<file path="src/hw/ptmr_params.svh">
// register offsets, field positions, reset values and constants of the periodic timer
// assumes a 32-bit classic Wishbone slave; each 8-bit register sits in the low byte of a word
`ifndef PTMR_PARAMS_SVH
`define PTMR_PARAMS_SVH

`define PTMR_ADR_W        4
`define PTMR_ADR_SC       4'h0
`define PTMR_ADR_CLK      4'h4
`define PTMR_ADR_CNT      4'h8
`define PTMR_ADR_MOD      4'hc

`define PTMR_SC_TOF_BIT   7
`define PTMR_SC_OVERFLOW_IRQ_ENABLE_BIT  6
`define PTMR_SC_TRST_BIT  5
`define PTMR_SC_HALT_BIT  4
`define PTMR_CLK_CLOCK_SOURCE_SELECT_HI  5
`define PTMR_CLK_CLOCK_SOURCE_SELECT_LO  4
`define PTMR_CLK_PS_HI    3
`define PTMR_CLK_PS_LO    0

`define PTMR_CNT_RESET    8'h00
`define PTMR_MOD_RESET    8'h00
`define PTMR_PS_RESET     4'h0
`define PTMR_HALT_RESET   1'b1
`define PTMR_FREE_RUN     8'h00
`define PTMR_CNT_MAX      8'hff
`define PTMR_PS_MAXCODE   4'h8

`endif

</file>
<file path="src/hw/ptmr_pkg.sv">
// types shared by the periodic timer and its prescaler
// assumes ptmr_params.svh sits on the include path
package ptmr_pkg;

  typedef enum logic [1:0] {
    PTMR_SRC_BUS,
    PTMR_SRC_FIXED,
    PTMR_SRC_EXT_FALL,
    PTMR_SRC_EXT_RISE
  } ptmr_clock_source_select_t;

  typedef struct packed {
    logic [7:0]  cnt;
    logic [7:0]  modv;
    logic        overflow_flag;
    logic        overflow_irq_enable;
    logic        halt;
    ptmr_clock_source_select_t  clock_source_select;
    logic [3:0]  ps;
    logic        armed;
    logic        ack;
    logic [31:0] rdat;
    logic        fixPrev;
    logic        extMeta;
    logic        extSync;
    logic        extPrev;
  } ptmr_state_t;

endpackage

</file>
<file path="src/hw/ptmr_presc_if.sv">
// link between the timer core and its prescaler
// assumes both ends run on the same clock
`timescale 1ns/1ps
`default_nettype none
interface ptmr_presc_if;
  logic       tick;
  logic [3:0] ratioSel;
  logic       clear;
  logic       pulse;

  modport ctl   (output tick, output ratioSel, output clear, input pulse);
  modport presc (input tick, input ratioSel, input clear, output pulse);
endinterface
`default_nettype wire

</file>
<file path="src/hw/ptmr_prescaler.sv">
// power-of-two prescaler of the periodic timer
// assumes ticks arrive as one-cycle enables on mclk
`timescale 1ns/1ps
`default_nettype none
module ptmr_prescaler
  import ptmr_pkg::*;
#(
  parameter int STAGES = 8
) (
  input  wire logic  mclk,
  input  wire logic  reset,
  ptmr_presc_if.presc pif
);

  if (STAGES < 1 || STAGES > 15) begin : g_chk
    $error("ptmr_prescaler: STAGES must lie in 1..15");
  end

  typedef struct packed {
    logic [STAGES-1:0] cnt;
  } ptmr_presc_state_t;

  ptmr_presc_state_t st_ff;
  ptmr_presc_state_t nxt_st;
  logic [STAGES:0]   fullMask;
  logic [STAGES-1:0] mask;
  logic [3:0]        n;

  // codes above the last ratio all divide by the largest one
  always_comb begin
    n        = (pif.ratioSel > 4'(STAGES)) ? 4'(STAGES) : pif.ratioSel;
    fullMask = ((STAGES+1)'(1) << n) - (STAGES+1)'(1);
    mask     = fullMask[STAGES-1:0];
  end

  assign pif.pulse = pif.tick && ((st_ff.cnt & mask) == mask);

  always_comb begin
    nxt_st = st_ff;
    if (pif.clear) begin
      nxt_st.cnt = '0;
    end else if (pif.tick) begin
      nxt_st.cnt = st_ff.cnt + STAGES'(1);
    end
  end

  always_ff @(posedge mclk) begin
    if (reset) begin
      st_ff <= '0;
    end else begin
      st_ff <= nxt_st;
    end
  end
endmodule
`default_nettype wire

</file>
<file path="src/hw/ptmr_timer.sv">
// periodic timer: 8-bit up-counter with modulo limit, prescaler and Wishbone register slave
// assumes a classic Wishbone master on mclk and power-mode levels from the system controller
//
// Function
// - one 8-bit up-counter, free-running or limited by a modulo value.
// - overflow flag sets when the counter wraps from the limit to 0x00.
// - flag clears by reading status while set, then writing 0 to it.
// - counter-clear strobe or any modulo write also clears the flag.
// - interrupt request while enable and flag are both 1; reset clears enable.
// - writing 1 to the clear strobe zeroes counter and flag; strobe reads 0.
// - halt bit holds the count, clearing resumes; reset sets halt.
// - status bits 3 to 0 always read zero.
// - four count sources: bus, fixed-rate, pin rising, pin falling.
// - nine prescale ratios from 1 up to 256.
// - source codes 11 and 10 take the external count pin.
// - counting continues in wait mode; overflow interrupt can wake.
// - in stop mode the timer is disabled and never wakes anything.
// - deep stop exit or reset exit restores reset state; interrupt exit keeps it. Deep stop exit keeps the prescaler count, which reset or cntClear clears.
// - counter freezes in background debug and resumes unless cleared.
// - external count pin is synchronised to the bus clock.
// - four 8-bit registers: status, clock config, count, modulo.
// - source field 00 bus, 01 fixed, 10 pin falling, 11 pin rising; resets 00.
// - prescale codes 0 to 8 give 1 to 256, others 256; resets 0.
// - modulo 0x00 free-runs; modulo write zeroes count and flag; resets 0x00.
// - count register is read-only and reads 0x00 after reset.
//
// The implementer's own choices: the address map and the Wishbone register port.
`timescale 1ns/1ps
`default_nettype none
`include "ptmr_params.svh"
module ptmr_timer
  import ptmr_pkg::*;
#(
  parameter int PRESC_STAGES = 8
) (
  input  wire logic                  mclk,
  input  wire logic                  reset,
  input  wire logic                  wb_cyc_i,
  input  wire logic                  wb_stb_i,
  input  wire logic                  wb_we_i,
  input  wire logic [`PTMR_ADR_W-1:0] wb_adr_i,
  input  wire logic [3:0]            wb_sel_i,
  input  wire logic [31:0]           wb_dat_i,
  output logic [31:0]                wb_dat_o,
  output logic                       wb_ack_o,
  input  wire logic                  extCountClockIn,
  input  wire logic                  fixedRateClock,
  input  wire logic                  waitMode,
  input  wire logic                  stopMode,
  input  wire logic                  stopExitReset,
  input  wire logic                  bgdActive,
  output logic                       overflowIrq
);

  if (PRESC_STAGES != 8) begin : g_chk
    $error("ptmr_timer: the register map serves an 8-stage prescaler only");
  end

  ptmr_state_t st_ff;
  ptmr_state_t nxt_st;
  ptmr_state_t resetSt;

  logic       req;
  logic       acc;
  logic       wrLow;
  logic       scWrite;
  logic       clkWrite;
  logic       modWrite;
  logic       trstWrite;
  logic       tofClear;
  logic       cntClear;
  logic       running;
  logic       srcTick;
  logic       wrap;
  logic       tofSet;
  logic [7:0] wbByte;
  logic [7:0] rdByte;

  ptmr_presc_if pif ();

  ptmr_prescaler #(
    .STAGES (PRESC_STAGES)
  ) u_presc (
    .mclk  (mclk),
    .reset (reset),
    .pif   (pif)
  );

  always_comb begin
    resetSt      = '0;
    resetSt.cnt  = `PTMR_CNT_RESET;
    resetSt.modv = `PTMR_MOD_RESET;
    resetSt.halt = `PTMR_HALT_RESET;
    resetSt.clock_source_select = PTMR_SRC_BUS;
    resetSt.ps   = `PTMR_PS_RESET;
  end

  // bus decode; the write lands on the edge where the master sees ack
  assign req       = wb_cyc_i && wb_stb_i;
  assign acc       = req && st_ff.ack;
  assign wrLow     = acc && wb_we_i && wb_sel_i[0];
  assign wbByte    = wb_dat_i[7:0];
  assign scWrite   = wrLow && (wb_adr_i == `PTMR_ADR_SC);
  assign clkWrite  = wrLow && (wb_adr_i == `PTMR_ADR_CLK);
  assign modWrite  = wrLow && (wb_adr_i == `PTMR_ADR_MOD);
  assign trstWrite = scWrite && wbByte[`PTMR_SC_TRST_BIT];
  assign cntClear  = trstWrite || modWrite;
  // read-then-write-zero sequence; arming needs the flag seen set
  assign tofClear  = cntClear || (scWrite && st_ff.armed && !wbByte[`PTMR_SC_TOF_BIT]);

  // wait mode keeps counting, stop and debug freeze it
  assign running = !st_ff.halt && !stopMode && !bgdActive;

  always_comb begin
    case (st_ff.clock_source_select)
      PTMR_SRC_BUS:      srcTick = 1'b1;
      PTMR_SRC_FIXED:    srcTick = st_ff.fixPrev == 1'b0 && fixedRateClock;
      PTMR_SRC_EXT_FALL: srcTick = st_ff.extPrev && !st_ff.extSync;
      PTMR_SRC_EXT_RISE: srcTick = !st_ff.extPrev && st_ff.extSync;
      default:           srcTick = 1'b0;
    endcase
  end

  assign pif.tick     = running && srcTick && !cntClear;
  assign pif.ratioSel = st_ff.ps;
  assign pif.clear    = cntClear;

  // modulo 0x00 runs the full range
  assign wrap   = (st_ff.modv == `PTMR_FREE_RUN) ? (st_ff.cnt == `PTMR_CNT_MAX) : (st_ff.cnt == st_ff.modv);
  assign tofSet = pif.pulse && wrap;

  always_comb begin
    case (wb_adr_i)
      `PTMR_ADR_SC:  rdByte = {st_ff.overflow_flag, st_ff.overflow_irq_enable, 1'b0, st_ff.halt, 4'h0};
      `PTMR_ADR_CLK: rdByte = {2'b00, st_ff.clock_source_select, st_ff.ps};
      `PTMR_ADR_CNT: rdByte = st_ff.cnt;
      `PTMR_ADR_MOD: rdByte = st_ff.modv;
      default:       rdByte = 8'h00;
    endcase
  end

  always_comb begin
    nxt_st = st_ff;
    // synchroniser: only extSync looks at extMeta
    nxt_st.extMeta = extCountClockIn;
    nxt_st.extSync = st_ff.extMeta;
    nxt_st.extPrev = st_ff.extSync;
    nxt_st.fixPrev = fixedRateClock;

    nxt_st.ack  = req && !st_ff.ack;
    nxt_st.rdat = (req && !st_ff.ack) ? {24'h000000, rdByte} : st_ff.rdat;

    if (cntClear) begin
      nxt_st.cnt = `PTMR_CNT_RESET;
    end else if (pif.pulse) begin
      nxt_st.cnt = wrap ? 8'h00 : st_ff.cnt + 8'h01;
    end

    // an overflow in the clearing cycle is kept
    if (tofSet) begin
      nxt_st.overflow_flag = 1'b1;
    end else if (tofClear) begin
      nxt_st.overflow_flag = 1'b0;
    end

    if (acc && !wb_we_i && wb_adr_i == `PTMR_ADR_SC && st_ff.overflow_flag) begin
      nxt_st.armed = 1'b1;
    end else if (scWrite || !st_ff.overflow_flag) begin
      nxt_st.armed = 1'b0;
    end

    if (scWrite) begin
      nxt_st.overflow_irq_enable = wbByte[`PTMR_SC_OVERFLOW_IRQ_ENABLE_BIT];
      nxt_st.halt = wbByte[`PTMR_SC_HALT_BIT];
    end
    if (clkWrite) begin
      nxt_st.clock_source_select = ptmr_clock_source_select_t'(wbByte[`PTMR_CLK_CLOCK_SOURCE_SELECT_HI:`PTMR_CLK_CLOCK_SOURCE_SELECT_LO]);
      nxt_st.ps   = wbByte[`PTMR_CLK_PS_HI:`PTMR_CLK_PS_LO];
    end
    if (modWrite) begin
      nxt_st.modv = wbByte;
    end
  end

  always_ff @(posedge mclk) begin
    if (reset || stopExitReset) begin
      st_ff <= resetSt;
    end else begin
      st_ff <= nxt_st;
    end
  end

  assign wb_ack_o    = st_ff.ack;
  assign wb_dat_o    = st_ff.rdat;
  // no request in stop so the timer never wakes from it
  assign overflowIrq = st_ff.overflow_flag && st_ff.overflow_irq_enable && !stopMode;
endmodule
`default_nettype wire

</file>
<file path="config.mk">
export PLATFORM = sky130hd
export DESIGN_NAME = ptmr_timer
export DESIGN_NICKNAME = d
export VERILOG_FILES = /design/src/hw/ptmr_pkg.sv /design/src/hw/ptmr_presc_if.sv /design/src/hw/ptmr_prescaler.sv /design/src/hw/ptmr_timer.sv
export VERILOG_INCLUDE_DIRS = /design/src /design/src/hw
export SDC_FILE = /design/constraint.sdc
export NUM_CORES = 1
export LEC_CHECK = 0
export BUFFER_PORTS_ARGS = -buffer_cell sky130_fd_sc_hd__buf_2
export CAP_MARGIN = 25
export CORE_MARGIN = 4
export CORE_UTILIZATION = 40
export CTS_CLUSTER_SIZE = 30
export DETAILED_ROUTE_END_ITERATION = 6
export MAX_ROUTING_LAYER = met4
export PLACE_DENSITY = 0.69
export SLEW_MARGIN = 25
export SYNTH_ARGS = -nofsm -noshare
export SYNTH_HDL_FRONTEND = slang
export SYNTH_SLANG_ARGS = --single-unit
</file>
<file path="constraint.sdc">
create_clock -name mclk -period 3.1 [get_ports mclk]
set_clock_uncertainty 0.15 [all_clocks]
set_input_delay 0.31 -clock mclk [delete_from_list [all_inputs] [get_ports mclk]]
set_output_delay 0.31 -clock mclk [all_outputs]
set_load 0.01 [all_outputs]
</file>
==> reports/metrics.csv, run 1 <==
stage;metric;value;unit
setup_path;required time of the critical path;3.14;ns
detailed_routing;Vias per Instance;5.40;
finish;final core area utilization;44.1;%
setup_path;worst setup path category;reg -> reg;
timing;Fin Hold WS;0.0571;ns
run;max-cap violation count;0;
setup_path;delay of the slowest cell on the worst path;0.44;ns
setup_path;number of buffer and inverter stages on the critical path;0;
setup_path;flop-to-flop setup slack;0.50;ns
timing;actual slew at the worst max-slew pin;0.854;ns
min_path;hold crit path type;in -> reg;
timing;share of the clock period used by the worst path after layout;83.9;%
setup_path;slowest library cell on the worst path;sky130_fd_sc_hd__a2111oi_2;
setup_path;ordered list of cells on the worst path;nor2_1, nand2_1, ha_1, xor2_1, a2111oi_2, nand3_1, a22oi_1, a21oi_1;
power_and_ir_drop;Final Total Pwr;1100;µW
finish;ratio of cells with drive above 1 in the final layout;17.1;%
clocking;clock latency on the worst-skew pair;0.30;ns
setup_path;family of cells with the greatest summed delay on the critical path;compound AO/OA/AOI/OAI gates;
finish;most common cell after layout, fill and taps aside;sky130_fd_sc_hd__dfxtp_1;
grt;GR Util All Layers;15.1;%
place;dpl hpwl;4370;µm
timing;Final Slew Violations;0;
die;die area;8220;µm²
clocking;CTS sink cnt;47;
grt;grt total ovfl;0;
logic_synthesis;flop and latch count out of synthesis;47;
die;floorplan die height;90.7;µm
grt;largest net degree at the start of global routing;26;
setup_path;kind of capture point of the worst setup path;flop;
clocking;H-tree levels;2;
clocking;CTS Root Cell;sky130_fd_sc_hd__clkbuf_8;
min_path;Cells on Worst Hold Path;2;
timing;total negative slack;0;ns
detailed_routing;average wire length per cell after detail routing;14.2;µm
logic_synthesis;Synthesis Warnings;0;
grt;first-pass GRT wire length;10000;µm
die;Die W;90.7;µm
die;Starting Density;42.1;%
clocking;clock transition at the registers of the reported paths;0.08;ns
timing;maximum frequency from static timing analysis;384;MHz
clocking;post-cts sizing count;0;
timing;number of hold-slack violations in the final timing report;0;
power_and_ir_drop;peak supply drop;0.000255;V
detailed_routing;number of optimization iterations in the first detailed-route pass;4;
grt;vias in the first global route;2142;
logic_synthesis;library cells used by synthesis;48;
finish;post-synthesis to final-layout area growth;4.80;%
logic_synthesis;mapped cell area;2740;µm²
outcome;run status;finished, final reports clean;
clocking;CTS tree;done;
setup_path;startpoint type of the worst setup path;flop;
die;area of the core;6490;µm²
die;Site Rows;29;
detailed_routing;remaining design rule violation count;0;
place;area of placed instances;2760;µm²
detailed_routing;total wire length after detailed routing;5840;µm
finish;fillcell total;638;
power_and_ir_drop;Power Dens Cells;385;nW/µm²
clocking;number of hold buffers added after cts;0;
timing;max_slew headroom;42.6;%
power_and_ir_drop;leakage dissipation;0.00111;µW
finish;n_diodes;0;
detailed_routing;via count of the routed design;2218;
setup_path;WP data arrival;2.64;ns
place;final weighted congestion in routability-driven placement;0.890;
logic_synthesis;cell count after synthesis;319;
setup_path;Worst path depth;8;
clocking;buffers inserted during post-CTS setup optimization;0;
setup_path;largest fanout on the critical path;9;
die;I/O pins;85;
logic_synthesis;average size of a mapped cell;8.57;µm²
clocking;total clock buffers created by CTS;5;
grt;initial antenna violation count;0;
detailed_routing;initial DRC count;124;
clocking;maximum count of clock buffers along a single path;2;
finish;design area;2870;µm²
timing;unrepaired setup endpoints after global routing;false;
finish;net total in the final layout;388;
setup_path;worst r2r path cells;8;
timing;number of endpoints failing setup at the final stage;0;
timing;min Tclk post-route;2.60;ns
place;port bufs;32;
finish;most frequent cells in the layout;sky130_fd_sc_hd__dfxtp_1, sky130_fd_sc_hd__nor2_1, sky130_fd_sc_hd__buf_2;
detailed_routing;count of nets left with antenna violations after detail routing;0;
logic_synthesis;Seq/Total Area, Yosys;34.4;%
## cell type report
type / count / area, µm² / share of cell area [%]
clock inverters: 1 / 30.0 / 1.05
multi-input cells: 245 / 1560 / 54.3
flip-flops and latches: 47 / 941 / 32.8
repair buffers: 32 / 160 / 5.59
inverters: 3 / 11.3 / 0.393
well taps: 77 / 96.3 / 3.36
clock buffers: 6 / 72.6 / 2.53
## per-layer routing
layer / part of all wire, % / vias to the layer above / track usage [%]
li1: - / 1089 / -
met1: 49 / 1054 / 20.3
met2: 43 / 67 / 22.4
met3: 6.3 / 8 / 3.08
met4: 1.5 / 0 / 5.23
met5: 0 / - / -
## where the power goes
part	internal, µW	leakage, µW	switching (µW)
registers	605	0.000379	0.657
logic	18.9	0.000684	44.9
clock network	236	0.0000513	199
total	860	0.00111	244
## kinds of logic after synthesis
| group | synth area share [%] |
|---|---|
| compound gates | 11.5 |
| xor+xnor | 4.80 |
| fa+ha+maj | 1.37 |
| buf+inv | 11.9 |
| flops | 34.4 |
| mux | 10.3 |
| other cells | 0.137 |
| simple gates | 25.6 |
## Yosys cell counts, drive strengths merged
master,n,area [µm²]
a2111o,1,11.3
a2111oi,1,15.0
a211oi,1,7.51
a21oi,7,35.0
a22o,7,61.3
a22oi,11,82.6
a311oi,2,17.5
a31oi,6,43.8
and2,10,62.6
and3,6,37.5
and3b,1,8.76
and4b,1,10.0
and4bb,1,12.5
buf,39,284
clkbuf,8,30.0
conb,1,3.75
dfxtp,47,941
ha,3,37.5
inv,3,11.3
mux2,7,78.8
mux2i,18,180
mux4,1,22.5
nand2,21,78.8
nand2b,4,25.0
nand3,14,70.1
nand3b,5,37.5
nand4,7,50.1
nand4b,1,8.76
nor2,45,169
nor2b,3,18.8
nor3,5,25.0
nor3b,1,7.51
nor4,2,25.0
nor4b,1,8.76
o211ai,2,15.0
o21a,1,7.51
o21ai,1,5.00
o21bai,1,7.51
o22ai,1,6.26
or2,5,31.3
or3,2,12.5
xnor2,6,52.6
xor2,9,78.8
## worst paths after layout
kind	from	endpoint
worst max-delay path	pif.ratioSel[3]	st_ff[62]
worst min-delay path	extCountClockIn	nxt_st[1]
worst max register to register	pif.ratioSel[3]	st_ff[62]
worst min register to register	nxt_st[1]	nxt_st[0]
## flip-flops by register name, summed over array words and instances (netlist names)
| register | cells |
|---|---|
| st_ff | 24 |
| wb_dat_o | 8 |
| u_presc.st_ff | 8 |
| nxt_st | 2 |
| pif.ratioSel | 4 |
| wb_ack_o | 1 |
## through the flow
stage / worst slack, ns / cells
after floorplan: 0.916 / 342
after global placement: 0.581 / 404
after CTS: 0.504 / 411
final: 0.498 / 411
after global routing: 0.234 / 411
after detailed placement: 0.514 / 404
No activity file was read; power rests on OpenSTA's default activity.
==> run 2, diff against run 1 <==
clock period = 2.4 ns   (was 3.1 ns; I/O delays follow)
==> run 2 against run 1 <==
  * Register-to-register slack worse by 0.29 ns
  * Power is 34% higher
  * Via count is 0.36% higher
  * Setup slack worse by 0.29 ns
  * Sequential share of layout area is 1.4 points lower
  * Flip-flop and latch count stayed put
  * Design area is 4.7% higher
  * Sequential power is 29% higher
  * Non-clock buffer count is 12 higher
  * Die area stayed put
  * Routed wire length is 1.7% higher
  * Critical endpoint is now st_ff[57]
  * Largest power group unchanged
==> reports/metrics.csv, run 2 (synthesis gave the netlist of run 1 again) <==
stage;metric;value;unit
outcome;run status;finished, final reports clean;
run;max-cap violation count;0;
setup_path;worst setup path category;reg -> reg;
timing;actual slew at the worst max-slew pin;0.498;ns
grt;first-pass GRT wire length;10400;µm
place;port bufs;32;
grt;grt total ovfl;0;
grt;vias in the first global route;2161;
clocking;CTS sink cnt;47;
timing;min Tclk post-route;2.20;ns
clocking;CTS Root Cell;sky130_fd_sc_hd__clkbuf_8;
clocking;total clock buffers created by CTS;5;
clocking;H-tree levels;2;
detailed_routing;via count of the routed design;2226;
place;dpl hpwl;4540;µm
finish;register containing the most flip-flops in the final layout;st_ff;
finish;Reg area;942;µm²
finish;ratio of cells with drive above 1 in the final layout;21.9;%
setup_path;startpoint type of the worst setup path;flop;
setup_path;required time of the critical path;2.48;ns
die;floorplan die height;90.7;µm
die;Site Rows;29;
finish;most common cell after layout, fill and taps aside;sky130_fd_sc_hd__dfxtp_1;
power_and_ir_drop;leakage dissipation;0.00120;µW
detailed_routing;number of optimization iterations in the first detailed-route pass;4;
die;die area;8220;µm²
detailed_routing;total wire length after detailed routing;5940;µm
finish;flip-flop count of the largest register, all copies and words added;24;
detailed_routing;Vias per Instance;5.25;
min_path;hold crit path type;in -> reg;
finish;net total in the final layout;400;
power_and_ir_drop;peak supply drop;0.000283;V
detailed_routing;initial DRC count;120;
grt;initial antenna violation count;0;
finish;post-synthesis to final-layout area growth;9.74;%
detailed_routing;count of nets left with antenna violations after detail routing;0;
finish;multi-input combinational cell area;1580;µm²
finish;fillcell total;620;
grt;largest net degree at the start of global routing;26;
die;Die W;90.7;µm
clocking;CTS tree;done;
setup_path;WP data arrival;2.28;ns
place;placed cell count;415;
finish;most frequent cells in the layout;sky130_fd_sc_hd__dfxtp_1, sky130_fd_sc_hd__nor2_1, sky130_fd_sc_hd__buf_2;
timing;total negative slack;0;ns
timing;maximum frequency from static timing analysis;456;MHz
clocking;buffers inserted during post-CTS setup optimization;0;
setup_path;largest fanout on the critical path;8;
timing;number of hold-slack violations in the final timing report;0;
timing;max_slew headroom;66.7;%
timing;unrepaired setup endpoints after global routing;false;
timing;number of endpoints failing setup at the final stage;0;
power_and_ir_drop;Power Dens Cells;492;nW/µm²
timing;share of the clock period used by the worst path after layout;91.5;%
detailed_routing;remaining design rule violation count;0;
place;final weighted congestion in routability-driven placement;0.910;
detailed_routing;average wire length per cell after detail routing;14.0;µm
die;Starting Density;42.1;%
timing;Final Slew Violations;0;
finish;n_diodes;0;
die;I/O pins;85;
clocking;maximum count of clock buffers along a single path;2;
setup_path;kind of capture point of the worst setup path;flop;
clocking;clock transition at the registers of the reported paths;0.09;ns
die;area of the core;6490;µm²
grt;GR Util All Layers;15.6;%
clocking;clock latency on the worst-skew pair;0.31;ns
finish;fin cells;424;
==> run 2: where the power goes <==
part / internal [µW] / switching [µW]
clock: 337 / 271
sequential: 781 / 0.877
combinational: 29.1 / 58.5
total: 1150 / 330
==> run 2: worst paths after layout <==
| check | from | end | slack (ns) | cells after the start |
|---|---|---|---|---|
| min | fixedRateClock | st_ff[3] | 0.004 | 2 |
| max reg2reg | pif.ratioSel[2] | st_ff[57] | 0.20 | 8 |
| min reg2reg | nxt_st[1] | nxt_st[0] | 0.29 | 1 |
| max | pif.ratioSel[2] | st_ff[57] | 0.20 | 8 |
==> run 2: layout make-up <==
class | count | area share, %
Clock buffer | 6 | 2.75
Multi-Input combinational cell | 245 | 52.7
Inverter | 3 | 0.375
Timing Repair Buffer | 44 | 8.42
Sequential cell | 47 | 31.4
Tap cell | 77 | 3.21
Clock inverter | 2 | 1.17
==> run 2: metal layers <==
metal	global-route usage, %	up-vias	wire [µm]
met5	-	-	0
met4	4.21	0	71
met3	3.75	8	516
met2	23.0	71	2590
met1	21.3	1030	2760
li1	-	1117	-
==> run 2: metrics by stage <==
stage	total power, µW	area [µm²]	utilization, %	worst slack, ns	hold WS (ns)
final	1480	3000	46.2	0.205	0.00377
after global placement	885	2850	43.8	0.0715	0.259
after detailed placement	885	2850	43.8	0.0113	0.265
after global routing	1540	3000	46.2	0.00842	0.0266
after floorplan	879	2820	-	0.216	0.212
after CTS	1490	2980	45.8	0.0578	0.00255
==> run 2: repair_timing <==
| item | 4_1_cts | 5_1_grt |
|---|---|---|
| endpoints found under the setup margin | 3 | 9 |
| hold endpoints to repair | 1 | 0 |
| hold buffers | 1 | 0 |
| gates resized for setup | 1 | 6 |
| pin swaps | 0 | 2 |
==> run 2: critical path: stages, from the launching register on <==
cell,delay [ns]
sky130_fd_sc_hd__dfxtp_1,0.33
sky130_fd_sc_hd__nor2_2,0.15
sky130_fd_sc_hd__nand3b_1,0.10
sky130_fd_sc_hd__ha_2,0.32
sky130_fd_sc_hd__o22ai_1,0.09
sky130_fd_sc_hd__a2111oi_2,0.32
sky130_fd_sc_hd__and3_2,0.36
sky130_fd_sc_hd__nand4b_1,0.13
sky130_fd_sc_hd__a31oi_1,0.17
